`src/verilog/irq_pkg.sv`:
```
package irq_pkg;

  // Register byte addresses on the AXI4-Lite bus.
  localparam int ADDR_W = 8;
  localparam logic [7:0] SENSE_HI_OFS = 8'h00;
  localparam logic [7:0] SENSE_LO_OFS = 8'h04;
  localparam logic [7:0] MASK_OFS = 8'h08;
  localparam logic [7:0] FLAGS_OFS = 8'h0C;
  localparam logic [7:0] PC_CTRL_OFS = 8'h10;
  localparam logic [7:0] PC_FLAGS_OFS = 8'h14;
  localparam logic [7:0] PC_MASK_LO_OFS = 8'h18;
  localparam logic [7:0] PC_MASK_HI_OFS = 8'h1C;

  // Reset value shared by every register.
  localparam logic [7:0] REG_RESET = 8'h00;

  // Sense selection codes, high bit then low bit.
  localparam logic [1:0] SENSE_LOW = 2'h0;
  localparam logic [1:0] SENSE_ANY = 2'h1;
  localparam logic [1:0] SENSE_FALL = 2'h2;
  localparam logic [1:0] SENSE_RISE = 2'h3;

  // Bus response codes.
  localparam logic [1:0] RESP_OKAY = 2'h0;
  localparam logic [1:0] RESP_SLVERR = 2'h2;

  // Pin counts and group split.
  localparam int EXT_PINS = 8;
  localparam int LOWER_PINS = 4;
  localparam int WATCH_PINS = 13;
  localparam int GRP0_W = 8;
  localparam int GRP1_W = 5;
  localparam int GRP0_BIT = 0;
  localparam int GRP1_BIT = 1;

endpackage
```
`src/verilog/ext_pin_irq_ctrl.sv`:
```
// Register access over AXI4-Lite and the register offsets were left to the implementer.
`timescale 1ns/1ns
////////////////////////////////////////////////////////////////////////////////
module ext_pin_irq_ctrl (
  input wire logic aclk,
  input wire logic aresetn,
  input wire logic ce,
  input wire logic gie,
  input wire logic sleep_active,
  input wire logic [irq_pkg::EXT_PINS-1:0] ext_irq_pin,
  input wire logic [irq_pkg::WATCH_PINS-1:0] change_watch_input,
  input wire logic [irq_pkg::EXT_PINS-1:0] ext_irq_ack,
  input wire logic [1:0] change_group_ack,
  output logic [irq_pkg::EXT_PINS-1:0] ext_irq_request,
  output logic change_group0_request,
  output logic change_group1_request,
  input wire logic [irq_pkg::ADDR_W-1:0] awaddr,
  input wire logic awvalid,
  output logic awready,
  input wire logic [31:0] wdata,
  input wire logic [3:0] wstrb,
  input wire logic wvalid,
  output logic wready,
  output logic [1:0] bresp,
  output logic bvalid,
  input wire logic bready,
  input wire logic [irq_pkg::ADDR_W-1:0] araddr,
  input wire logic arvalid,
  output logic arready,
  output logic [31:0] rdata,
  output logic [1:0] rresp,
  output logic rvalid,
  input wire logic rready
);

  typedef enum logic [1:0] {WR_ACCEPT = 2'b01, WR_RESP = 2'b10} wr_state_e;
  typedef enum logic [1:0] {RD_ACCEPT = 2'b01, RD_DATA = 2'b10} rd_state_e;

  typedef struct packed {
    logic [7:0] sense_hi;
    logic [7:0] sense_lo;
    logic [7:0] mask;
    logic [7:0] flags;
    logic [1:0] pc_en;
    logic [1:0] pc_flag;
    logic [irq_pkg::GRP0_W-1:0] pc_msk_lo;
    logic [irq_pkg::GRP1_W-1:0] pc_msk_hi;
    logic [7:0] pin_s;
    logic [7:0] pin_p;
    logic [irq_pkg::WATCH_PINS-1:0] watch_s;
    logic [irq_pkg::WATCH_PINS-1:0] watch_p;
    logic [7:0] ext_req;
    logic [1:0] grp_req;
    wr_state_e wr_st;
    rd_state_e rd_st;
    logic awready;
    logic wready;
    logic have_aw;
    logic have_w;
    logic [irq_pkg::ADDR_W-1:0] waddr;
    logic [7:0] wbyte;
    logic wlane0;
    logic bvalid;
    logic [1:0] bresp;
    logic arready;
    logic rvalid;
    logic [31:0] rdata;
    logic [1:0] rresp;
  } state_s;

  state_s st_ff;
  state_s nxt_st;

  logic [15:0] sense_all;
  logic [7:0] eff_pin;
  logic [7:0] edge_hit;
  logic [7:0] lvl_v;
  logic [7:0] req_v;
  logic [irq_pkg::WATCH_PINS-1:0] chg;
  logic [1:0] grp_set;
  logic aw_fire;
  logic w_fire;
  logic ar_fire;
  logic wr_go;
  logic [irq_pkg::ADDR_W-1:0] wr_addr;
  logic [7:0] wr_byte;
  logic wr_lane0;
  logic wr_take;
  logic [7:0] ext_clr;
  logic [1:0] pc_clr;

  ////////////////////////////////////////////////////////////////////////////
  // True when an address names one of the eight registers.
  function automatic logic is_mapped(input logic [irq_pkg::ADDR_W-1:0] a);
    is_mapped = (a == irq_pkg::SENSE_HI_OFS) || (a == irq_pkg::SENSE_LO_OFS)
      || (a == irq_pkg::MASK_OFS) || (a == irq_pkg::FLAGS_OFS)
      || (a == irq_pkg::PC_CTRL_OFS) || (a == irq_pkg::PC_FLAGS_OFS)
      || (a == irq_pkg::PC_MASK_LO_OFS) || (a == irq_pkg::PC_MASK_HI_OFS);
  endfunction

  // Read value of one register; narrow fields zero-extend.
  function automatic logic [31:0] read_reg(
    input state_s s,
    input logic [irq_pkg::ADDR_W-1:0] a
  );
    if (a == irq_pkg::SENSE_HI_OFS) begin
      read_reg = 32'(s.sense_hi);
    end else if (a == irq_pkg::SENSE_LO_OFS) begin
      read_reg = 32'(s.sense_lo);
    end else if (a == irq_pkg::MASK_OFS) begin
      read_reg = 32'(s.mask);
    end else if (a == irq_pkg::FLAGS_OFS) begin
      read_reg = 32'(s.flags);
    end else if (a == irq_pkg::PC_CTRL_OFS) begin
      read_reg = 32'(s.pc_en);
    end else if (a == irq_pkg::PC_FLAGS_OFS) begin
      read_reg = 32'(s.pc_flag);
    end else if (a == irq_pkg::PC_MASK_LO_OFS) begin
      read_reg = 32'(s.pc_msk_lo);
    end else if (a == irq_pkg::PC_MASK_HI_OFS) begin
      read_reg = 32'(s.pc_msk_hi);
    end else begin
      read_reg = 32'h0000_0000;
    end
  endfunction

  ////////////////////////////////////////////////////////////////////////////
  // Masked lower pins read low while their buffers are off in sleep.
  assign eff_pin = ext_irq_pin & ~{{(irq_pkg::EXT_PINS-
    irq_pkg::LOWER_PINS){1'b0}}, {irq_pkg::LOWER_PINS{sleep_active}} &
    ~st_ff.mask[irq_pkg::LOWER_PINS-1:0]};
  assign sense_all = {st_ff.sense_hi, st_ff.sense_lo};

  // One detector per external pin, fed by successive clocked samples.
  generate
    for (genvar i = 0; i < irq_pkg::EXT_PINS; i++) begin : g_pin
      ext_sense_detect u_det (
        .sense(sense_all[2*i +: 2]),
        .now_lvl(st_ff.pin_s[i]),
        .prev_lvl(st_ff.pin_p[i]),
        .hit(edge_hit[i])
      );
      assign lvl_v[i] = sense_all[2*i +: 2] == irq_pkg::SENSE_LOW;
      assign req_v[i] = lvl_v[i] ? ~st_ff.pin_s[i] : st_ff.flags[i];
    end
  endgenerate

  // A watched input changes when its two samples differ under its mask.
  assign chg = (st_ff.watch_s ^ st_ff.watch_p) &
    {st_ff.pc_msk_hi, st_ff.pc_msk_lo};
  assign grp_set[irq_pkg::GRP0_BIT] = |chg[irq_pkg::GRP0_W-1:0];
  assign grp_set[irq_pkg::GRP1_BIT] =
    |chg[irq_pkg::WATCH_PINS-1:irq_pkg::GRP0_W];

  ////////////////////////////////////////////////////////////////////////////
  // Bus handshakes and the write that both halves complete.
  assign aw_fire = awvalid & st_ff.awready;
  assign w_fire = wvalid & st_ff.wready;
  assign ar_fire = arvalid & st_ff.arready;
  assign wr_go = (st_ff.wr_st == WR_ACCEPT) & (st_ff.have_aw | aw_fire) &
    (st_ff.have_w | w_fire);
  assign wr_addr = st_ff.have_aw ? st_ff.waddr : awaddr;
  assign wr_byte = st_ff.have_w ? st_ff.wbyte : wdata[7:0];
  assign wr_lane0 = st_ff.have_w ? st_ff.wlane0 : wstrb[0];
  assign wr_take = wr_go & wr_lane0;

  // Clears from the handler entry and from writing ones.
  assign ext_clr = ext_irq_ack |
    ((wr_take && wr_addr == irq_pkg::FLAGS_OFS) ? wr_byte : 8'h00);
  assign pc_clr = change_group_ack |
    ((wr_take && wr_addr == irq_pkg::PC_FLAGS_OFS) ? wr_byte[1:0] : 2'h0);

  ////////////////////////////////////////////////////////////////////////////
  // Next state of the whole block.
  always_comb begin
    nxt_st = st_ff;
    // Pins are sampled whatever their direction.
    nxt_st.pin_s = eff_pin;
    nxt_st.pin_p = st_ff.pin_s;
    nxt_st.watch_s = change_watch_input;
    nxt_st.watch_p = st_ff.watch_s;
    // Register writes; reserved bits are not stored.
    if (wr_take) begin
      if (wr_addr == irq_pkg::SENSE_HI_OFS) begin
        nxt_st.sense_hi = wr_byte;
      end else if (wr_addr == irq_pkg::SENSE_LO_OFS) begin
        nxt_st.sense_lo = wr_byte;
      end else if (wr_addr == irq_pkg::MASK_OFS) begin
        nxt_st.mask = wr_byte;
      end else if (wr_addr == irq_pkg::PC_CTRL_OFS) begin
        nxt_st.pc_en = wr_byte[1:0];
      end else if (wr_addr == irq_pkg::PC_MASK_LO_OFS) begin
        nxt_st.pc_msk_lo = wr_byte;
      end else if (wr_addr == irq_pkg::PC_MASK_HI_OFS) begin
        nxt_st.pc_msk_hi = wr_byte[irq_pkg::GRP1_W-1:0];
      end
    end
    // Flags: a new event wins over a clear in the same cycle.
    nxt_st.flags = ((st_ff.flags & ~ext_clr) | edge_hit) & ~lvl_v;
    nxt_st.pc_flag = (st_ff.pc_flag & ~pc_clr) | grp_set;
    // Requests to the CPU are gated by the global enable.
    nxt_st.ext_req = gie ? (req_v & st_ff.mask) : 8'h00;
    nxt_st.grp_req = gie ? (st_ff.pc_flag & st_ff.pc_en) : 2'h0;
    // Write channel.
    case (st_ff.wr_st)
      WR_ACCEPT: begin
        if (aw_fire) begin
          nxt_st.have_aw = 1'b1;
          nxt_st.awready = 1'b0;
          nxt_st.waddr = awaddr;
        end
        if (w_fire) begin
          nxt_st.have_w = 1'b1;
          nxt_st.wready = 1'b0;
          nxt_st.wbyte = wdata[7:0];
          nxt_st.wlane0 = wstrb[0];
        end
        if (wr_go) begin
          nxt_st.have_aw = 1'b0;
          nxt_st.have_w = 1'b0;
          nxt_st.awready = 1'b0;
          nxt_st.wready = 1'b0;
          nxt_st.bvalid = 1'b1;
          nxt_st.bresp = is_mapped(wr_addr) ? irq_pkg::RESP_OKAY :
            irq_pkg::RESP_SLVERR;
          nxt_st.wr_st = WR_RESP;
        end
      end
      WR_RESP: begin
        if (bready) begin
          nxt_st.bvalid = 1'b0;
          nxt_st.awready = 1'b1;
          nxt_st.wready = 1'b1;
          nxt_st.wr_st = WR_ACCEPT;
        end
      end
      default: nxt_st.wr_st = WR_ACCEPT;
    endcase
    // Read channel.
    case (st_ff.rd_st)
      RD_ACCEPT: begin
        if (ar_fire) begin
          nxt_st.arready = 1'b0;
          nxt_st.rvalid = 1'b1;
          nxt_st.rdata = read_reg(st_ff, araddr);
          nxt_st.rresp = is_mapped(araddr) ? irq_pkg::RESP_OKAY :
            irq_pkg::RESP_SLVERR;
          nxt_st.rd_st = RD_DATA;
        end
      end
      RD_DATA: begin
        if (rready) begin
          nxt_st.rvalid = 1'b0;
          nxt_st.arready = 1'b1;
          nxt_st.rd_st = RD_ACCEPT;
        end
      end
      default: nxt_st.rd_st = RD_ACCEPT;
    endcase
    // Synchronous reset; bus readies come up high.
    if (!aresetn) begin
      nxt_st = '0;
      nxt_st.sense_hi = irq_pkg::REG_RESET;
      nxt_st.sense_lo = irq_pkg::REG_RESET;
      nxt_st.mask = irq_pkg::REG_RESET;
      nxt_st.flags = irq_pkg::REG_RESET;
      nxt_st.wr_st = WR_ACCEPT;
      nxt_st.rd_st = RD_ACCEPT;
      nxt_st.awready = 1'b1;
      nxt_st.wready = 1'b1;
      nxt_st.arready = 1'b1;
    end
  end

  // State register; low clock enable freezes it, reset always acts.
  always_ff @(posedge aclk) begin
    if (ce || !aresetn) begin
      st_ff <= nxt_st;
    end
  end

  // Outputs straight from the state register.
  assign ext_irq_request = st_ff.ext_req;
  assign change_group0_request = st_ff.grp_req[irq_pkg::GRP0_BIT];
  assign change_group1_request = st_ff.grp_req[irq_pkg::GRP1_BIT];
  assign awready = st_ff.awready;
  assign wready = st_ff.wready;
  assign bvalid = st_ff.bvalid;
  assign bresp = st_ff.bresp;
  assign arready = st_ff.arready;
  assign rvalid = st_ff.rvalid;
  assign rdata = st_ff.rdata;
  assign rresp = st_ff.rresp;
endmodule // ext_pin_irq_ctrl

```
`src/verilog/ext_sense_detect.sv`:
```
`timescale 1ns/1ns
////////////////////////////////////////////////////////////////////////////////
// Compares two successive samples of one pin under its sense selection.
module ext_sense_detect (
  input wire logic [1:0] sense,
  input wire logic now_lvl,
  input wire logic prev_lvl,
  output logic hit
);

  // Level mode never reports an event; its flag is held clear instead.
  always_comb begin
    case (sense)
      irq_pkg::SENSE_ANY: hit = now_lvl ^ prev_lvl;
      irq_pkg::SENSE_FALL: hit = prev_lvl & ~now_lvl;
      irq_pkg::SENSE_RISE: hit = ~prev_lvl & now_lvl;
      default: hit = 1'b0;
    endcase
  end

endmodule // ext_sense_detect

```
`config.mk`:
```
export PLATFORM = sky130hd
export DESIGN_NAME = ext_pin_irq_ctrl
export DESIGN_NICKNAME = d
export VERILOG_FILES = /design/src/verilog/irq_pkg.sv /design/src/verilog/ext_pin_irq_ctrl.sv /design/src/verilog/ext_sense_detect.sv
export SDC_FILE = /design/constraint.sdc
export NUM_CORES = 1
export LEC_CHECK = 0
export ABC_AREA = 1
export BUFFER_PORTS_ARGS = -buffer_cell sky130_fd_sc_hd__buf_2
export CAP_MARGIN = 20
export CORE_MARGIN = 2
export CORE_UTILIZATION = 40
export CTS_CLUSTER_SIZE = 40
export DETAILED_ROUTE_END_ITERATION = 8
export HOLD_SLACK_MARGIN = 0.05
export PLACE_DENSITY_LB_ADDON = 0.25
export SLEW_MARGIN = 25
export SYNTH_ARGS = -nofsm -noshare
export SYNTH_HDL_FRONTEND = slang
export SYNTH_SLANG_ARGS = --single-unit
```
`constraint.sdc`:
```
create_clock -name aclk -period 3.9 [get_ports aclk]
set_input_delay 1.17 -clock aclk [delete_from_list [all_inputs] [get_ports aclk]]
set_output_delay 1.17 -clock aclk [all_outputs]
set_load 0.005 [all_outputs]
```
---- After elaboration in Yosys (flattened, before gate mapping) ----
Cells that the tools add are included.
storage, ports and cells
  bits in registers ....................... 165
  latch bits .............................. 0
  RAM bits ................................ 0
  ROM bits ................................ 0
  bits of input ports ..................... 93
  output and inout bits ................... 51
  word-level logic and storage cells ...... 288
  memories kept ........................... 0
cells by class
  $add $sub $neg .......................... 0
  $mul .................................... 0
  divide/modulo/power cells ............... 0
  order comparisons ....................... 0
  equal/unequal tests ..................... 70
  shift operators ......................... 0
  multiplexer cells ....................... 74
  bitwise gates (word level) .............. 66
  reductions and logical operators ........ 49
operators with widths
  kind                count
  $mux 8              16
  $mux 13             5
  $eq 8x5->1 const B  8
  $eq 2x2->1 const B  18
  $mux 36             1
  $mux 34             1
  $and 8x8->8         4
  $eq 8x4->1 const B  4
  $mux 2              15
  $reduce_and 3->1    9
  $ne 2x1->1 const B  13
  $mux 24             1
  $pmux 1 s3          8
  $and 1x1->1         22
  $eq 2x1->1 const B  10
  $reduce_and 4->1    5
  $mux 19             1
  $eq 8x3->1 const B  2
  $logic_not 2->1     8
  $logic_not 8->1     2
  $mux 16             1
  $not 1->1           16
  $not 8->8           2
  $or 8x8->8          2
  other kinds (31)    85

---- Depth between registers and ports, before layout ----
  word-level depth ........................ 12
  depth in mapped cells ................... 11
  gate-level depth less buffers ........... 10

---- By module ----
From an unflattened synthesis, not the netlist that was laid out.
second synthesis, totals
  cells, all modules ...................... 811
  area total of the unflattened synthesis .. 7372.1 um^2
by module, submodules not included
  module            times used  cells each  area each (um^2)  sequential area each (um^2)
  ext_pin_irq_ctrl  1           723         6861.6            4174.0
  ext_sense_detect  8           11          63.8              0.0

---- Least setup slack after synthesis ----
No wires, ideal clock.
  kind .................................... input-to-reg
  start point ............................. input port aresetn
  end point ............................... register st_ff[39] (netlist bit), enable pin
  library setup time ...................... 0.375 ns
  arrival ................................. 3.724 ns
  data required time ...................... 3.525 ns
  setup slack ............................. -0.199 ns
  stages .................................. 6
  buffers on the path ..................... 1
  cells stage by stage .................... clkbuf_1 -> inv_1 -> nor2_1 -> inv_1 -> o21ai_0 -> nor2_1
on the way
  longest elaborated chain between the ends .. 3
  elaborated cells between the ends (all ways) .. 5
RTL lines
  element                       RTL line                 text
  from (decl)                   ext_pin_irq_ctrl.sv:6    input wire logic aresetn,
  $logic_not 1->1               ext_pin_irq_ctrl.sv:277  if (ce || !aresetn) begin
  $logic_or 1x1->1              ext_pin_irq_ctrl.sv:277
  $reduce_and 3->1 (no line) *  n/a
  to (signal assigned)          ext_pin_irq_ctrl.sv:278  st_ff <= nxt_st;
  to (decl)                     ext_pin_irq_ctrl.sv:71   state_s st_ff;
Every way passes the cells marked *; elsewhere a longest branch is shown, timed or not.
A chain may end at the register's enable or synchronous reset.

---- Final worst setup path ----
  start point ............................. input port aresetn
  end point ............................... register st_ff[45] (netlist bit), enable pin
Same word-level chain as after synthesis.

==> impl_metrics.toml <==
[run_status]
status = "completed"

[timing]
maxSlewHeadroom_pct = 48.96
drv_slew = 0
finalCriticalPeriod_ns = 2.666
rsz0062_at_grt = "false"
fmax_ghz = 0.3751
setup_viol = 0
fin_setup_tns_ns = 0
holdWs_ns = 0.5624
hold_viol = 0
fin_crit_sh_pct = 68.36
fin_worst_skew_ns = 0.008361
worst_pin_slew_ns = 0.7657

[min_path]
hold_path.class = "flop to flop"
min_from = "st_ff[88]$_SDFFCE_PN0P_"
whs_path_depth = 2
whs_endpoint = "st_ff[75]$_SDFFCE_PN0P_"

[grt]
grt_max_degree = 70
grt_overflow = 0
use_met3_pct = 4.558
top_usage_layer = "met2"
grt_util_met2_pct = 27.66
grt_usage_pct = 17.65
grt_pass1_vias = 5227
grt_pass1_wl_mm = 26.25
met1_usage_pct = 23.48
antenna_found_initial = 2

[layout]
multi_input_area_mm2 = 0.002253
final_nets = 974
final_cells = 1108
final_area_mm2 = 0.008313
fin_util_pct = 46.44
area_growth_pct = 14.10
ff_latch_area_mm2 = 0.004174
drive_gt1_share_pct = 18.11
num-fill-cells = 1732

[setup_path]
crit_arrival_ns = 2.72
cp-start-kind = "input port"
crit-reg2reg-launch = "st_ff[56]$_SDFFCE_PN0P_"
cp_max_fo = 20
crit_required_ns = 3.95
reg2reg_depth = 10
path_class = "input port to flop"
reg2reg_slack_ns = 1.80
cp-end-kind = "flop"
worst_r2r_endpoint = "st_ff[117]$_SDFFCE_PN0P_"

[route]
drtIter0Drc = 454
routed_via_density = 4.763
routed_wl_mm = 16.26
first_pass_iters = 5
vias = 5277
post-route-drc-count = 0
routedWlPerCell_um = 14.68
ant_nets = 0

[yosys]
synth.top_cell.area_share_pct = 57.29
synth-xor-area-share_pct = 0.2404
synth_top_area_cell = "edfxtp_1"
ys_ff_latch = 139
ys_types = 38
avgSynthCellArea_um2 = 9.341
yosysSeqAreaShare_pct = 57.29
synthAdderAreaFrac_pct = 2.748
syn-cell-area_mm2 = 0.007286
synth_compound_gate_area_share_pct = 8.999
synthSimpleGateAreaFrac_pct = 17.60
ys_top_cells_by_area = "edfxtp_1 (57%), inv_1 (7.5%), nand2_1 (7.4%)"
synth_top_family_by_area = "simple AND/OR/NAND/NOR gates"
yosys_warnings = 0
syn_inst = 780
synth_mux_area_share_pct = 0

[clock_tree]
clock-sinks = 139
path_clk_slew_ns = 0.06
clk_latency_ns = 0.42
cts_root_buffer = "clkbuf_16"
post_cts_buffers = 0
htreeDepth = 4
cts_resized = 0
cts.hold.buffers_added = 0
tritoncts = "yes"
cts_buffers = 17
cts_buffer_depth = 2

[flow_run]
cap_viol_max_count = 0

[power_and_ir_drop]
p_per_area_mw_per_mm2 = 446.8
ir_drop_v = 0.0003675
p_leak_nw = 3.887

[place]
hpwl_mm = 11.91
dp_cells = 1075
gp_congestion = 0.8299
portBuffers = 90
placed_area_mm2 = 0.007799

[floorplan]
io_pins = 144
die_y_um = 139.0
core_area_mm2 = 0.01790
initial_core_util_pct = 40.70
rows = 49
die_x_um = 139.0
die-area_mm2 = 0.01931
[cells by family (layout without fill, tap and decap cells)]
family | count (synthesis) | after routing
AOI/OAI and AO/OA | 110 | 110
buffers and inverters | 209 | 282
and+or+nand+nor | 303 | 303
xor gates and xnor gates | 2 | 2
adders and majority gates | 16 | 16
DFF | 139 | 139
other | 1 | 27
[through the flow]
step                      power [W]  setup slack, ns
after global placement     0.002327           0.7283
after CTS                  0.003744            1.183
after global routing       0.003882            1.001
after detailed placement   0.002339           0.7288
after floorplan            0.002198           0.4394
final                      0.003714            1.234
[layout by cell type, fill, tap and decap left out, drive strengths merged]
cell      instances
inv             151
nand2           149
edfxtp          139
nor2             98
buf              98
o21ai            42
nand3            39
a21oi            37
conb             26
clkbuf           18
ha               16
or2              10
a211oi            8
o32a              8
clkinv            8
clkinvlp          7
a31oi             4
nand4             3
nor3              3
o22ai             3
o31ai             2
xor2              2
o2111ai           2
diode             1
a21o              1
o21bai            1
o211a             1
o211ai            1
nor4              1
[worst max-delay path, cell delays in order]
cell	delay [ns]
buf_2	0.16
inv_1	0.09
nor2_1	0.08
clkinvlp_4	0.33
o21ai_0	0.26
nor2_1	0.63
[worst max path at each step]
stage | startpoint | to | slack, ns
5_1_grt | aresetn | st_ff[45]$_SDFFCE_PN0P_ | 1.00
2_1_floorplan | aresetn | st_ff[39]$_SDFFCE_PN0P_ | 0.44
3_5_place_dp | aresetn | st_ff[45]$_SDFFCE_PN0P_ | 0.73
3_3_place_gp | aresetn | st_ff[45]$_SDFFCE_PN0P_ | 0.73
4_1_cts | aresetn | st_ff[45]$_SDFFCE_PN0P_ | 1.18
6_report | aresetn | st_ff[45]$_SDFFCE_PN0P_ | 1.23
[synthesized netlist by cell type]
library cell and count:
o21ai_1 1, a31oi_1 4, a21o_1 1, nor4_1 1, or2_4 1, nand2_4 2
xor2_1 2, ha_1 16, o31ai_1 2, buf_4 44, nor2_4 3, o211ai_1 1
inv_2 7, nor2_1 93, nor2_2 2, clkbuf_1 10, o21bai_1 1, o22ai_1 3
buf_2 2, o32a_1 8, a211oi_1 8, or2_2 9, a21oi_1 36, o211a_1 1
a21oi_2 1, nor3_1 3, conb_1 1, o2111ai_1 2, nand2_1 144, nand3_1 38
nand4_1 3, o21ai_2 2, buf_1 1, edfxtp_1 139, inv_1 145, o21ai_0 39
nand2_2 3, nand3_2 1
[area by class of cell]
class,instances,area share (%)
diodes,1,0.03010
clock buffers,18,5.163
clock inverters,14,0.9934
inverters,152,6.908
multi-input cells,457,27.11
flip-flops and latches,139,50.21
well taps,229,3.447
repair buffers,98,6.141
[registers in the layout, summed over array words and instances (netlist names)]
name	flops
st_ff	98
sense_all	16
ext_irq_request	8
rdata	8
arready	1
awready	1
bresp	1
bvalid	1
change_group0_request	1
change_group1_request	1
rresp	1
rvalid	1
wready	1
[per-layer routing]
metal | wire length (µm) | vias up
met3 | 1126 | 24
li1 | - | 2642
met5 | 16 | -
met1 | 7368 | 2415
met2 | 7359 | 194
met4 | 389 | 2
[report_power, final]
group          internal, W  switching [W]
Combinational     0.000146       0.000275
Sequential         0.00181      0.0000770
Clock             0.000796       0.000614
Total              0.00275       0.000965
(Power assumes the default switching activity.)
